**config.mk**
```make
export PLATFORM = sky130hd
export DESIGN_NAME = msps_sequencer
export DESIGN_NICKNAME = d
export VERILOG_FILES = /design/src/rtl/msps_pkg.sv /design/src/rtl/msps_sequencer.sv
export VERILOG_INCLUDE_DIRS = /design/src /design/src/rtl
export SDC_FILE = /design/constraint.sdc
export NUM_CORES = 1
export LEC_CHECK = 0
export BUFFER_PORTS_ARGS = -buffer_cell sky130_fd_sc_hd__buf_2
export CORE_MARGIN = 1
export CORE_UTILIZATION = 60
export CTS_CLUSTER_SIZE = 10
export DETAILED_ROUTE_END_ITERATION = 7
export HOLD_SLACK_MARGIN = 0.12
export PLACE_DENSITY = 0.8
export SLEW_MARGIN = 20
export SYNTH_ARGS = -nofsm -noshare
export SYNTH_HDL_FRONTEND = slang
export SYNTH_SLANG_ARGS = --single-unit
export TNS_END_PERCENT = 50
```
**constraint.sdc**
```tcl
create_clock -name sys_clk -period 14.9 [get_ports sys_clk]
set_input_delay 0.745 -clock sys_clk [delete_from_list [all_inputs] [get_ports sys_clk]]
set_output_delay 0.745 -clock sys_clk [all_outputs]
set_load 0.02 [all_outputs]
```
**src/rtl/msps_defines.svh**
```systemverilog
// constants of the multiphase pwm sequencer: offsets, fields, resets, timing
// assumes a 100 MHz system clock; included by bare name
`ifndef MSPS_DEFINES_SVH
`define MSPS_DEFINES_SVH
// timing
`define MSPS_CLK_NS       10
`define MSPS_SS_TIME_NS   100000
`define MSPS_SS_CYCLES    (`MSPS_SS_TIME_NS / `MSPS_CLK_NS)
`define MSPS_PERIOD_RST   16'h012c
`define MSPS_PERIOD_MIN   16'h0006
// register offsets
`define MSPS_OFS_PERIOD   4'h0
`define MSPS_OFS_STATUS   4'h4
`define MSPS_OFS_MASK     4'h8
`define MSPS_OFS_INFO     4'hc
// status and mask bit positions
`define MSPS_EV_OC        0
`define MSPS_EV_OV        1
`define MSPS_EV_UV        2
`define MSPS_EV_SS        3
`define MSPS_EV_W         4
`define MSPS_MASK_RST     4'h0
// info fields
`define MSPS_INFO_REF     0
`define MSPS_INFO_OFF     12
`define MSPS_INFO_TBL     13
`define MSPS_INFO_PH      16
`define MSPS_INFO_PG      18
// code tables: base mV at code max-1, step mV per code
`define MSPS_ALT_BASE     16'd800
`define MSPS_ALT_STEP     16'd25
`define MSPS_ALT_MAX      16'd31
`define MSPS_FIRST_BASE   16'd1100
`define MSPS_FIRST_STEP   16'd25
`define MSPS_FIRST_MAX    16'd31
`define MSPS_THIRD_BASE   16'd825
`define MSPS_THIRD_STEP   16'd13
`define MSPS_THIRD_MAX    16'd63
`endif

```
**src/rtl/msps_pkg.sv**
```systemverilog
// types of the multiphase pwm sequencer
// assumes nothing beyond the defines header
package msps_pkg;
  typedef enum logic [1:0] {TBL_THIRD, TBL_FIRST, TBL_ALT} msps_table_t;
  typedef enum logic [1:0] {ST_OFF, ST_SOFT, ST_RUN, ST_FAULT} msps_state_t;
  typedef struct packed {
    logic [5:0] code;
    logic       stdSel;
    logic       halfStep;
  } msps_ident_t;
  typedef struct packed {
    logic       off;
    logic [11:0] mv;
  } msps_ref_t;
endpackage

```
**src/rtl/msps_sequencer.sv**
```systemverilog
// sequencing core of a one-to-three phase interleaved buck controller
// assumes raw pin inputs, one 100 MHz clock, plain register port
//
// The implementer's own choices: the plain strobed port and the placing of the registers.
`timescale 1ns/1ps
`default_nettype none
`include "msps_defines.svh"
module msps_sequencer
  import msps_pkg::*;
#(
  parameter int SS_CYCLES = `MSPS_SS_CYCLES
)
(
  // clock and reset
  input  wire logic              sys_clk,
  input  wire logic              rst,
  // straps and enable pins
  input  wire logic              phaseTwoSupplyStrap,
  input  wire logic              phaseThreeSupplyStrap,
  input  wire logic              controllerEnableIn,
  // identification pins
  input  wire msps_pkg::msps_ident_t identIn,
  // comparators and monitors
  input  wire logic              overcurrentTrip,
  input  wire logic              overVoltage,
  input  wire logic              underVoltage,
  input  wire logic [2:0]        modulatorCross,
  input  wire logic [2:0]        upperGateSense,
  // gate, pulse, power-good and reference outputs
  output logic [2:0]             phasePulse,
  output logic [2:0]             upperGate,
  output logic [2:0]             lowerGate,
  output logic                   powerGoodOut,
  output msps_pkg::msps_ref_t    refSetting,
  // register port
  input  wire logic [3:0]        regAddr,
  input  wire logic [31:0]       regWdata,
  input  wire logic              regWr,
  input  wire logic              regRd,
  output logic [31:0]            regRdata,
  output logic                   irq
);
  import msps_pkg::*;

  // ssCnt_r is sixteen bits, so a longer soft-start cannot be counted
  if (SS_CYCLES < 1 || SS_CYCLES > 65535)
  begin : gBadSoftStart
    $error("soft-start count out of range");
  end

  ////////////////////////////////////////////////////////////////////////////
  // pin synchronisers: change accepted once stages two and three agree
  localparam int NIN = 20;
  logic [NIN-1:0] pinRaw;
  logic [NIN-1:0] s1_r;
  logic [NIN-1:0] s2_r;
  logic [NIN-1:0] s3_r;
  logic [NIN-1:0] pin_r;
  assign pinRaw = {upperGateSense, modulatorCross, underVoltage, overVoltage,
                   overcurrentTrip, identIn, controllerEnableIn,
                   phaseThreeSupplyStrap, phaseTwoSupplyStrap};

  genvar g;
  generate
    for (g = 0; g < NIN; g++)
    begin : gSync
      always_ff @(posedge sys_clk)
      begin
        if (rst)
        begin
          s1_r[g]  <= 1'b0;
          s2_r[g]  <= 1'b0;
          s3_r[g]  <= 1'b0;
          pin_r[g] <= 1'b0;
        end
        else
        begin
          s1_r[g] <= pinRaw[g];
          s2_r[g] <= s1_r[g];
          s3_r[g] <= s2_r[g];
          if (s2_r[g] == s3_r[g])
            pin_r[g] <= s3_r[g];
        end
      end
    end
  endgenerate

  logic        strap2;
  logic        strap3;
  logic        enIn;
  msps_ident_t ident;
  logic        ocIn;
  logic        ovIn;
  logic        uvIn;
  logic [2:0]  crossIn;
  logic [2:0]  upSense;
  assign {upSense, crossIn, uvIn, ovIn, ocIn, ident, enIn, strap3, strap2} = pin_r;

  ////////////////////////////////////////////////////////////////////////////
  // code table selection and decode
  msps_table_t tblSel;
  always_comb
  begin
    if (ident.stdSel)
      tblSel = TBL_THIRD;
    else if (ident.halfStep)
      tblSel = TBL_FIRST;
    else
      tblSel = TBL_ALT;
  end

  // all-ones code switches the reference off in every table
  function automatic msps_ref_t refDecode(msps_table_t t, logic [5:0] c);
    logic [15:0] base;
    logic [15:0] step;
    logic [15:0] top;
    logic [15:0] code;
    logic [15:0] mv;
    base = `MSPS_THIRD_BASE;
    step = `MSPS_THIRD_STEP;
    top  = `MSPS_THIRD_MAX;
    code = {10'h000, c};
    case (t)
      TBL_FIRST:
      begin
        base = `MSPS_FIRST_BASE;
        step = `MSPS_FIRST_STEP;
        top  = `MSPS_FIRST_MAX;
        code = {11'h000, c[4:0]};
      end
      TBL_ALT:
      begin
        base = `MSPS_ALT_BASE;
        step = `MSPS_ALT_STEP;
        top  = `MSPS_ALT_MAX;
        code = {11'h000, c[4:0]};
      end
      default:
      begin
        base = `MSPS_THIRD_BASE;
      end
    endcase
    mv = 16'(base + 16'(step * 16'(top - 16'h0001 - code)));
    refDecode.off = (code == top);
    refDecode.mv  = (code == top) ? 12'h000 : mv[11:0];
  endfunction

  always_ff @(posedge sys_clk)
  begin
    if (rst)
      refSetting <= '0;
    else
      refSetting <= refDecode(tblSel, ident.code);
  end

  ////////////////////////////////////////////////////////////////////////////
  // phase count
  logic [1:0] phases;
  always_comb
  begin
    if (!strap2)
      phases = 2'h1;
    else if (!strap3)
      phases = 2'h2;
    else
      phases = 2'h3;
  end

  ////////////////////////////////////////////////////////////////////////////
  // registers
  logic [15:0]         period_r;
  logic [`MSPS_EV_W-1:0] status_r;
  logic [`MSPS_EV_W-1:0] mask_r;
  logic [`MSPS_EV_W-1:0] events;
  logic                wrPeriod;
  logic                wrStatus;
  logic                wrMask;
  assign wrPeriod = regWr && regAddr == `MSPS_OFS_PERIOD;
  assign wrStatus = regWr && regAddr == `MSPS_OFS_STATUS;
  assign wrMask   = regWr && regAddr == `MSPS_OFS_MASK;

  // too short a period would collapse the thirds; such writes are dropped
  always_ff @(posedge sys_clk)
  begin
    if (rst)
      period_r <= `MSPS_PERIOD_RST;
    else if (wrPeriod && regWdata[15:0] >= `MSPS_PERIOD_MIN)
      period_r <= regWdata[15:0];
  end

  always_ff @(posedge sys_clk)
  begin
    if (rst)
      mask_r <= `MSPS_MASK_RST;
    else if (wrMask)
      mask_r <= regWdata[`MSPS_EV_W-1:0];
  end

  // set beats a same-cycle write-one clear
  always_ff @(posedge sys_clk)
  begin
    if (rst)
      status_r <= '0;
    else if (wrStatus)
      status_r <= (status_r & ~regWdata[`MSPS_EV_W-1:0]) | events;
    else
      status_r <= status_r | events;
  end

  assign irq = |(status_r & mask_r);

  always_ff @(posedge sys_clk)
  begin
    if (rst)
      regRdata <= '0;
    else if (!regRd)
      regRdata <= '0;
    else
      case (regAddr)
        `MSPS_OFS_PERIOD: regRdata <= {16'h0000, period_r};
        `MSPS_OFS_STATUS: regRdata <= {28'h0000000, status_r};
        `MSPS_OFS_MASK:   regRdata <= {28'h0000000, mask_r};
        `MSPS_OFS_INFO:   regRdata <= {13'h0000, powerGoodOut, phases,
                                       1'b0, tblSel, refSetting};
        default:          regRdata <= '0;
      endcase
  end

  ////////////////////////////////////////////////////////////////////////////
  // operating state
  msps_state_t state_r;
  logic [15:0] ssCnt_r;
  logic        running;
  always_ff @(posedge sys_clk)
  begin
    if (rst)
    begin
      state_r <= ST_OFF;
      ssCnt_r <= '0;
    end
    else if (!enIn)
    begin
      state_r <= ST_OFF;
      ssCnt_r <= '0;
    end
    else
      case (state_r)
        ST_OFF:
          if (!refSetting.off)
            state_r <= ST_SOFT;
        ST_SOFT:
          if (ocIn)
            state_r <= ST_FAULT;
          else if (ssCnt_r == 16'(SS_CYCLES - 1))
            state_r <= ST_RUN;
          else
            ssCnt_r <= ssCnt_r + 16'h0001;
        ST_RUN:
          if (ocIn)
            state_r <= ST_FAULT;
          else if (refSetting.off)
            state_r <= ST_OFF;
        // latched off; only dropping enable restarts the converter
        ST_FAULT:
          state_r <= ST_FAULT;
        default:
          state_r <= ST_OFF;
      endcase
  end
  assign running = (state_r == ST_SOFT) || (state_r == ST_RUN);

  always_comb
  begin
    events = '0;
    events[`MSPS_EV_OC] = running && ocIn;
    events[`MSPS_EV_OV] = ovIn;
    events[`MSPS_EV_UV] = uvIn && state_r == ST_RUN;
    events[`MSPS_EV_SS] = state_r == ST_SOFT && ssCnt_r == 16'(SS_CYCLES - 1)
                          && !ocIn;
  end

  always_ff @(posedge sys_clk)
  begin
    if (rst)
      powerGoodOut <= 1'b0;
    else
      powerGoodOut <= state_r == ST_RUN && !ovIn && !uvIn && !ocIn;
  end

  ////////////////////////////////////////////////////////////////////////////
  // cycle counter and termination instants
  logic [15:0] cyc_r;
  logic [15:0] third;
  logic [15:0] half;
  logic [2:0]  term;
  logic [2:0]  active;
  assign third = period_r / 16'd3;
  assign half  = period_r >> 1;

  always_ff @(posedge sys_clk)
  begin
    if (rst || !running)
      cyc_r <= '0;
    else if (cyc_r >= period_r - 16'h0001)
      cyc_r <= '0;
    else
      cyc_r <= cyc_r + 16'h0001;
  end

  assign term[0] = cyc_r == 16'h0000;
  assign term[1] = cyc_r == ((phases == 2'h2) ? half : third);
  assign term[2] = cyc_r == 16'(third << 1);
  assign active  = (phases == 2'h3) ? 3'h7 : (phases == 2'h2) ? 3'h3 : 3'h1;

  ////////////////////////////////////////////////////////////////////////////
  // per-channel pulse and gate logic
  generate
    for (g = 0; g < 3; g++)
    begin : gCh
      logic [15:0] offCnt_r;
      logic        chOn;
      assign chOn = running && active[g];

      // forced low holds at least a third, so on-time stays under two thirds
      always_ff @(posedge sys_clk)
      begin
        if (rst || !chOn)
        begin
          phasePulse[g] <= 1'b0;
          offCnt_r      <= third;
        end
        else if (term[g])
        begin
          phasePulse[g] <= 1'b0;
          offCnt_r      <= third;
        end
        else if (offCnt_r != 16'h0000)
          offCnt_r <= offCnt_r - 16'h0001;
        else if (crossIn[g])
          phasePulse[g] <= 1'b1;
      end

      // upper waits for lower off; lower waits for sensed upper off
      always_ff @(posedge sys_clk)
      begin
        if (rst || !chOn)
        begin
          upperGate[g] <= 1'b0;
          lowerGate[g] <= 1'b0;
        end
        else
        begin
          upperGate[g] <= phasePulse[g] && !lowerGate[g];
          lowerGate[g] <= !phasePulse[g] && !upperGate[g] && !upSense[g];
        end
      end
    end
  endgenerate
endmodule
`default_nettype wire

```
After elaboration in Yosys (flattened, before gate mapping)
Cells that the tools add are included.

word-level totals
  register bits after elaboration = 241
  input bits = 60
  output and inout port bits = 56
  logic and storage cells = 266

operators by class
  add/subtract/negate cells = 9
  multiply operators = 1
  div/mod/pow operators = 1
  $lt $le $gt $ge = 2
  eq/ne operators = 37
  mux-type cells = 32
  bitwise operators = 12
  reductions and logical operators = 70

operators by type and width
  operator                                                                               count
  16-bit 2-to-1 mux                                                                      13
  16-bit by 1-bit subtractor with 16-bit output (second input constant)                  5
  19-bit one-hot mux with 4 select lines                                                 1
  16-bit equality test                                                                   3
  16-bit nonzero test                                                                    3
  16-bit by 1-bit adder with 16-bit output (second input constant)                       2
  1-bit logical AND                                                                      23
  11-bit one-hot mux with 2 select lines                                                 1
  1-bit equality test                                                                    20
  1-bit logical NOT                                                                      19
  2-bit 2-to-1 mux                                                                       9
  16-bit by 2-bit divider with 16-bit output (second input constant)                     1
  16-bit by 14-bit equality test with 1-bit output (second input constant)               1
  16-bit greater-or-equal comparator                                                     1
  16-bit by 3-bit greater-or-equal comparator with 1-bit output (second input constant)  1
  16-bit logical NOT                                                                     1
  16-bit by 16-bit multiplier with 12-bit output                                         1
  2-bit OR reduction                                                                     8
  16-bit subtractor                                                                      1
  12-bit adder                                                                           1
  12-bit 2-to-1 mux                                                                      1
  6-bit 2-to-1 mux                                                                       2
  2-bit equality test (second input constant)                                            5
  3-bit nonzero test                                                                     3
  20 further kinds                                                                       38

Depth between registers and ports, before layout
  depth after elaboration = 10
  mapped depth = 25
  depth with buffers taken out = 20

Least setup slack after synthesis
Ideal clock, no wire load.

  kind = flip-flop to flip-flop
  start = register period_r[10]
  end = register gCh[1].offCnt_r[0], enable pin
  arrival = 5.123 ns
  required time = 14.528 ns
  path slack = 9.405 ns
  stages on the path, launching flop included = 24
  buffers on the path = 5
  clock period less this slack = 5.495 ns
  path through = dfxtp_1 > buf_2 > inv_1 > mux2_2 > a32oi_2 > nand2_2 > buf_6 > a211oi_4 > nor3_1 > o221a_1 > a221oi_2 > a32oi_2 > buf_6 > xnor2_1 > ha_1 > o311ai_0 > o211a_1 > a211oi_1 > o211ai_1 > and4bb_1 > nor3b_2 > buf_6 > buf_12 > nand2_1

between the ends
  word-level cells in the longest chain between the ends = 4

RTL lines
  item                                        line                   text
  start, declared                             msps_sequencer.sv:171  logic [15:0] period_r;
  start signal, assigned                      msps_sequencer.sv:186  period_r <= `MSPS_PERIOD_RST;
  start signal, assigned                      msps_sequencer.sv:188  period_r <= regWdata[15:0];
  16-bit by 2-bit divider with 16-bit output  msps_sequencer.sv:297  assign third = period_r / 16'd3;
  16-bit 2-to-1 mux (*)                       msps_sequencer.sv:311  assign term[1] = cyc_r == ((phases == 2'h2) ? half : third);
  16-bit equality test (*)                    msps_sequencer.sv:311
  3-bit nonzero test (no line) (*)            --
  end signal, assigned                        msps_sequencer.sv:330  offCnt_r <= third;
  end signal, assigned                        msps_sequencer.sv:335  offCnt_r <= third;
  end signal, assigned                        msps_sequencer.sv:338  offCnt_r <= offCnt_r - 16'h0001;
  end, declared                               msps_sequencer.sv:320  logic [15:0] offCnt_r;

Mark *: on every way between the ends. The rest lies on a longest branch, timed or not.
A chain may end at the register's enable or synchronous reset.

Final worst setup path
  start = register period_r[15]
  end = register gCh[2].offCnt_r[0], enable pin

between the ends
  word-level cells in the longest chain between the ends = 3

RTL lines
  item                                        line                   text
  16-bit by 2-bit divider with 16-bit output  msps_sequencer.sv:297
  16-bit equality test                        msps_sequencer.sv:312  assign term[2] = cyc_r == 16'(third << 1);
  3-bit nonzero test (no line)                --
  end signal, assigned                        msps_sequencer.sv:330
  end signal, assigned                        msps_sequencer.sv:335
  end signal, assigned                        msps_sequencer.sv:338
  end, declared                               msps_sequencer.sv:320

Every way passes these cells.

==> results.py <==
metrics = {
    "sta": {
        "fin_tns_setup_ps": 0,
        "rsz0062_at_grt": "no",
        "finalSetupViolCount": 0,
        "hold_violations": 0,
        "post-route-min-period_ps": 7810,
        "skew_ps": 12.1,
        "fmax_mhz": 128,
        "maxSlewHeadroom_pct": 27.5,
        "hold_ws_ps": 412,
        "finalMaxSlewViolations": 0,
        "min_period_over_period_pct": 52.4,
        "worst_slew_pin_slew_ps": 1090,
    },
    "cells_and_area": {
        "final_common_cell": "dfxtp_1",
        "nets": 1733,
        "layout_common_cells": "180 x dfxtp_1, 129 x nor2_1, 104 x nand2_1",
        "layout-drive-gt1-share_pct": 10.7,
        "syn2layout_area_growth_pct": 8.72,
    },
    "floorplanning": {
        "fp.dieArea_mm2": 0.0240,
        "initial_core_util_pct": 61.6,
        "fp.dieW_um": 155,
        "boundaryPins": 116,
        "num_rows": 55,
        "die_y_um": 155,
        "core-area_mm2": 0.0228,
    },
    "grt": {
        "grt_max_degree": 67,
        "antenna_found_initial": 1,
        "grt_pass1_vias": 10900,
        "grt_pass1_wl_um": 53500,
        "grt-ovfl-total": 0,
        "grt_use_total_pct": 27.2,
    },
    "worst_setup_path": {
        "cp_slowest_stage_delay_ps": 1030,
        "critPathCaptureType": "register",
        "required_ps": 15030,
        "crit_chain": "nor2_1 > a32oi_4 > a22oi_2 > nor2_2 > a21oi_1 > o2111a_2 > nor3_1 > a221oi_2 > a32oi_2 > xnor2_1 > ha_1 > o311ai_0 > o211a_1 > a211oi_1 > o21ai_4 > xnor2_1 > a21oi_4 > nand2_1",
        "arrival_ps": 7940,
        "start_kind": "register",
        "critPathKind": "reg -> reg",
        "path_max_fanout": 33,
        "cpMostUsedCell": "xnor2_1",
        "crit_slowest_cell": "dfxtp_1",
    },
    "route": {
        "wl_per_cell_um": 17.2,
        "drt-initial-drc-count": 651,
        "drc": 0,
        "first_pass_iters": 5,
        "via_count": 11400,
        "vias_per_cell": 5.97,
        "wl_um": 32700,
        "ant_nets": 0,
    },
    "synthesis": {
        "ys_seq_elements": 228,
        "avgSynthCellArea_um2": 9.07,
        "synthesis.area_mm2": 0.0140,
        "async_reset_ff_share_pct": 0,
        "synthDistinctLibCells": 104,
        "synth_warnings": 0,
        "syn_inst": 1548,
        "ys_seq_area_share_pct": 35.9,
        "synth_edf_count": 48,
        "synth_ff_type": "dfxtp_1",
    },
    "clock_network": {
        "cts_hold_buf": 0,
        "cts_inserted_buffers": 27,
        "cts.repair.resized": 0,
        "cts_sinks": 228,
        "path_clk_slew_ps": 60,
        "clkLatencyLatePin_ps": 540,
        "cts_max_level": 1,
        "root_buffer": "clkbuf_16",
        "clockBufferDepth": 3,
        "cts_tree": "built",
        "postCtsSetupBuffers": 0,
    },
    "power_and_ir_drop": {
        "vdd_drop_max_uv": 114,
        "p_int_mw": 1.07,
        "power_density_mw_per_mm2": 93.5,
        "swShare_pct": 25.0,
        "share_comb_of_total_power_pct": 11.2,
        "switchingPower_uw": 357,
        "seq_power_share_pct": 47.4,
        "pwr-share-clk_pct": 41.4,
        "leakagePower_nw": 6.22,
    },
    "status": {
        "status": "completed",
    },
    "place": {
        "io_buffers": 86,
        "gp_congestion": 0.895,
        "hpwl_um": 23400,
    },
    "hold_path": {
        "min_path_type": "reg -> reg",
    },
    "run": {
        "max_cap_violations": 0,
    },
}
## power groups by stage
stage | Combinational, mW | Sequential, mW | Clock (mW)
floorplan | 0.122 | 0.684 | 0
global placement | 0.153 | 0.687 | 0
detailed placement | 0.157 | 0.688 | 0
CTS | 0.159 | 0.676 | 0.599
global route | 0.175 | 0.679 | 0.625
finish | 0.160 | 0.676 | 0.591
## cells by family (layout without fill, tap and decap cells)
logic type | after synthesis | after routing | share of synthesized area, %
multiplexers | 62 | 62 | 4.44
AO/OA/AOI/OAI | 315 | 315 | 16.7
flip-flops | 228 | 228 | 35.9
AND/OR/NAND/NOR | 524 | 524 | 19.5
buffers and inverters | 196 | 226 | 6.02
adder cells (fa/ha/maj) | 94 | 94 | 9.45
XOR/XNOR | 128 | 128 | 7.98
other | 1 | 14 | 0.0267
## critical path: cells and delay by family (launching register included)
family	cells	cell delay, ps
simple gates	4	1880
xor+xnor	2	340
fa+ha+maj	1	420
compound gates	11	3710
flops	1	1030
## synth_stat cells, drive strengths merged, types with 9 or more instances
cell type / number / area share (%)
a211o: 9 / 0.56
a211oi: 36 / 2.0
a21o: 20 / 1.1
a21oi: 66 / 2.5
a22o: 14 / 0.87
a22oi: 11 / 0.62
a31oi: 12 / 0.62
and2: 16 / 0.71
buf: 39 / 1.8
clkbuf: 66 / 1.8
dfxtp: 180 / 26
edfxtp: 48 / 10
fa: 20 / 2.9
ha: 74 / 6.6
inv: 90 / 2.4
mux2i: 60 / 4.3
nand2: 105 / 2.8
nand2b: 14 / 0.62
nand3: 37 / 1.3
nand4: 13 / 0.58
nor2: 132 / 3.6
nor2b: 72 / 3.2
nor3: 43 / 1.6
nor3b: 10 / 0.61
nor4: 32 / 1.6
o211ai: 10 / 0.53
o21ai: 54 / 2.0
or3: 10 / 0.52
xnor2: 82 / 5.1
xor2: 46 / 2.9
## layer usage
layer  share of wire (%)  vias to the layer above  GRT usage, %
met2                  48                      336          47.0
met5                   0                        -             0
li1                    -                     5521             -
met4                 3.4                        0          9.95
met3                 5.8                       82          4.23
met1                  43                     5437          34.4
## final cells by class
cell class              count  area [µm²]
diodes                      1        2.50
clock buffers              39         762
inverters                  91         342
clock inverters             1        20.0
flip-flops and latches    228        5040
multi-input cells        1136        8200
fillers                  1817        7510
well taps                 313         392
repair buffers             95         500
## worst paths after layout
| check | startpoint | endpoint | slack [ps] | cells after the start |
|---|---|---|---|---|
| setup / recovery | period_r[15] | gCh[2].offCnt_r[0] | 7090 | 18 |
| hold / removal | lowerGate[2] | upperGate[2] | 410 | 1 |
| setup reg to reg | period_r[15] | gCh[2].offCnt_r[0] | 7090 | 18 |
| hold reg to reg | lowerGate[2] | upperGate[2] | 410 | 1 |
## registers in the layout, summed over array words and instances, names as in the netlist, 4 cells and up
register / count
mask_r: 4
status_r: 4
s1_r: 20
ident: 8
regRdata: 19
period_r: 16
gCh.offCnt_r: 48
s3_r: 20
cyc_r: 16
ssCnt_r: 16
refSetting: 13
s2_r: 20
## metrics by stage
stage,utilization [%],instances,setup slack [ps],power (mW),cell area (µm²)
2_1_floorplan,-,1560,9410,0.806,14100
5_1_grt,67.0,1903,6510,1.48,15300
4_1_cts,67.0,1903,7190,1.43,15300
6_report,67.0,1904,7090,1.43,15300
3_5_place_dp,63.6,1863,7220,0.845,14500
3_3_place_gp,63.6,1863,7410,0.839,14500
Power figures use the tool's default switching activity.
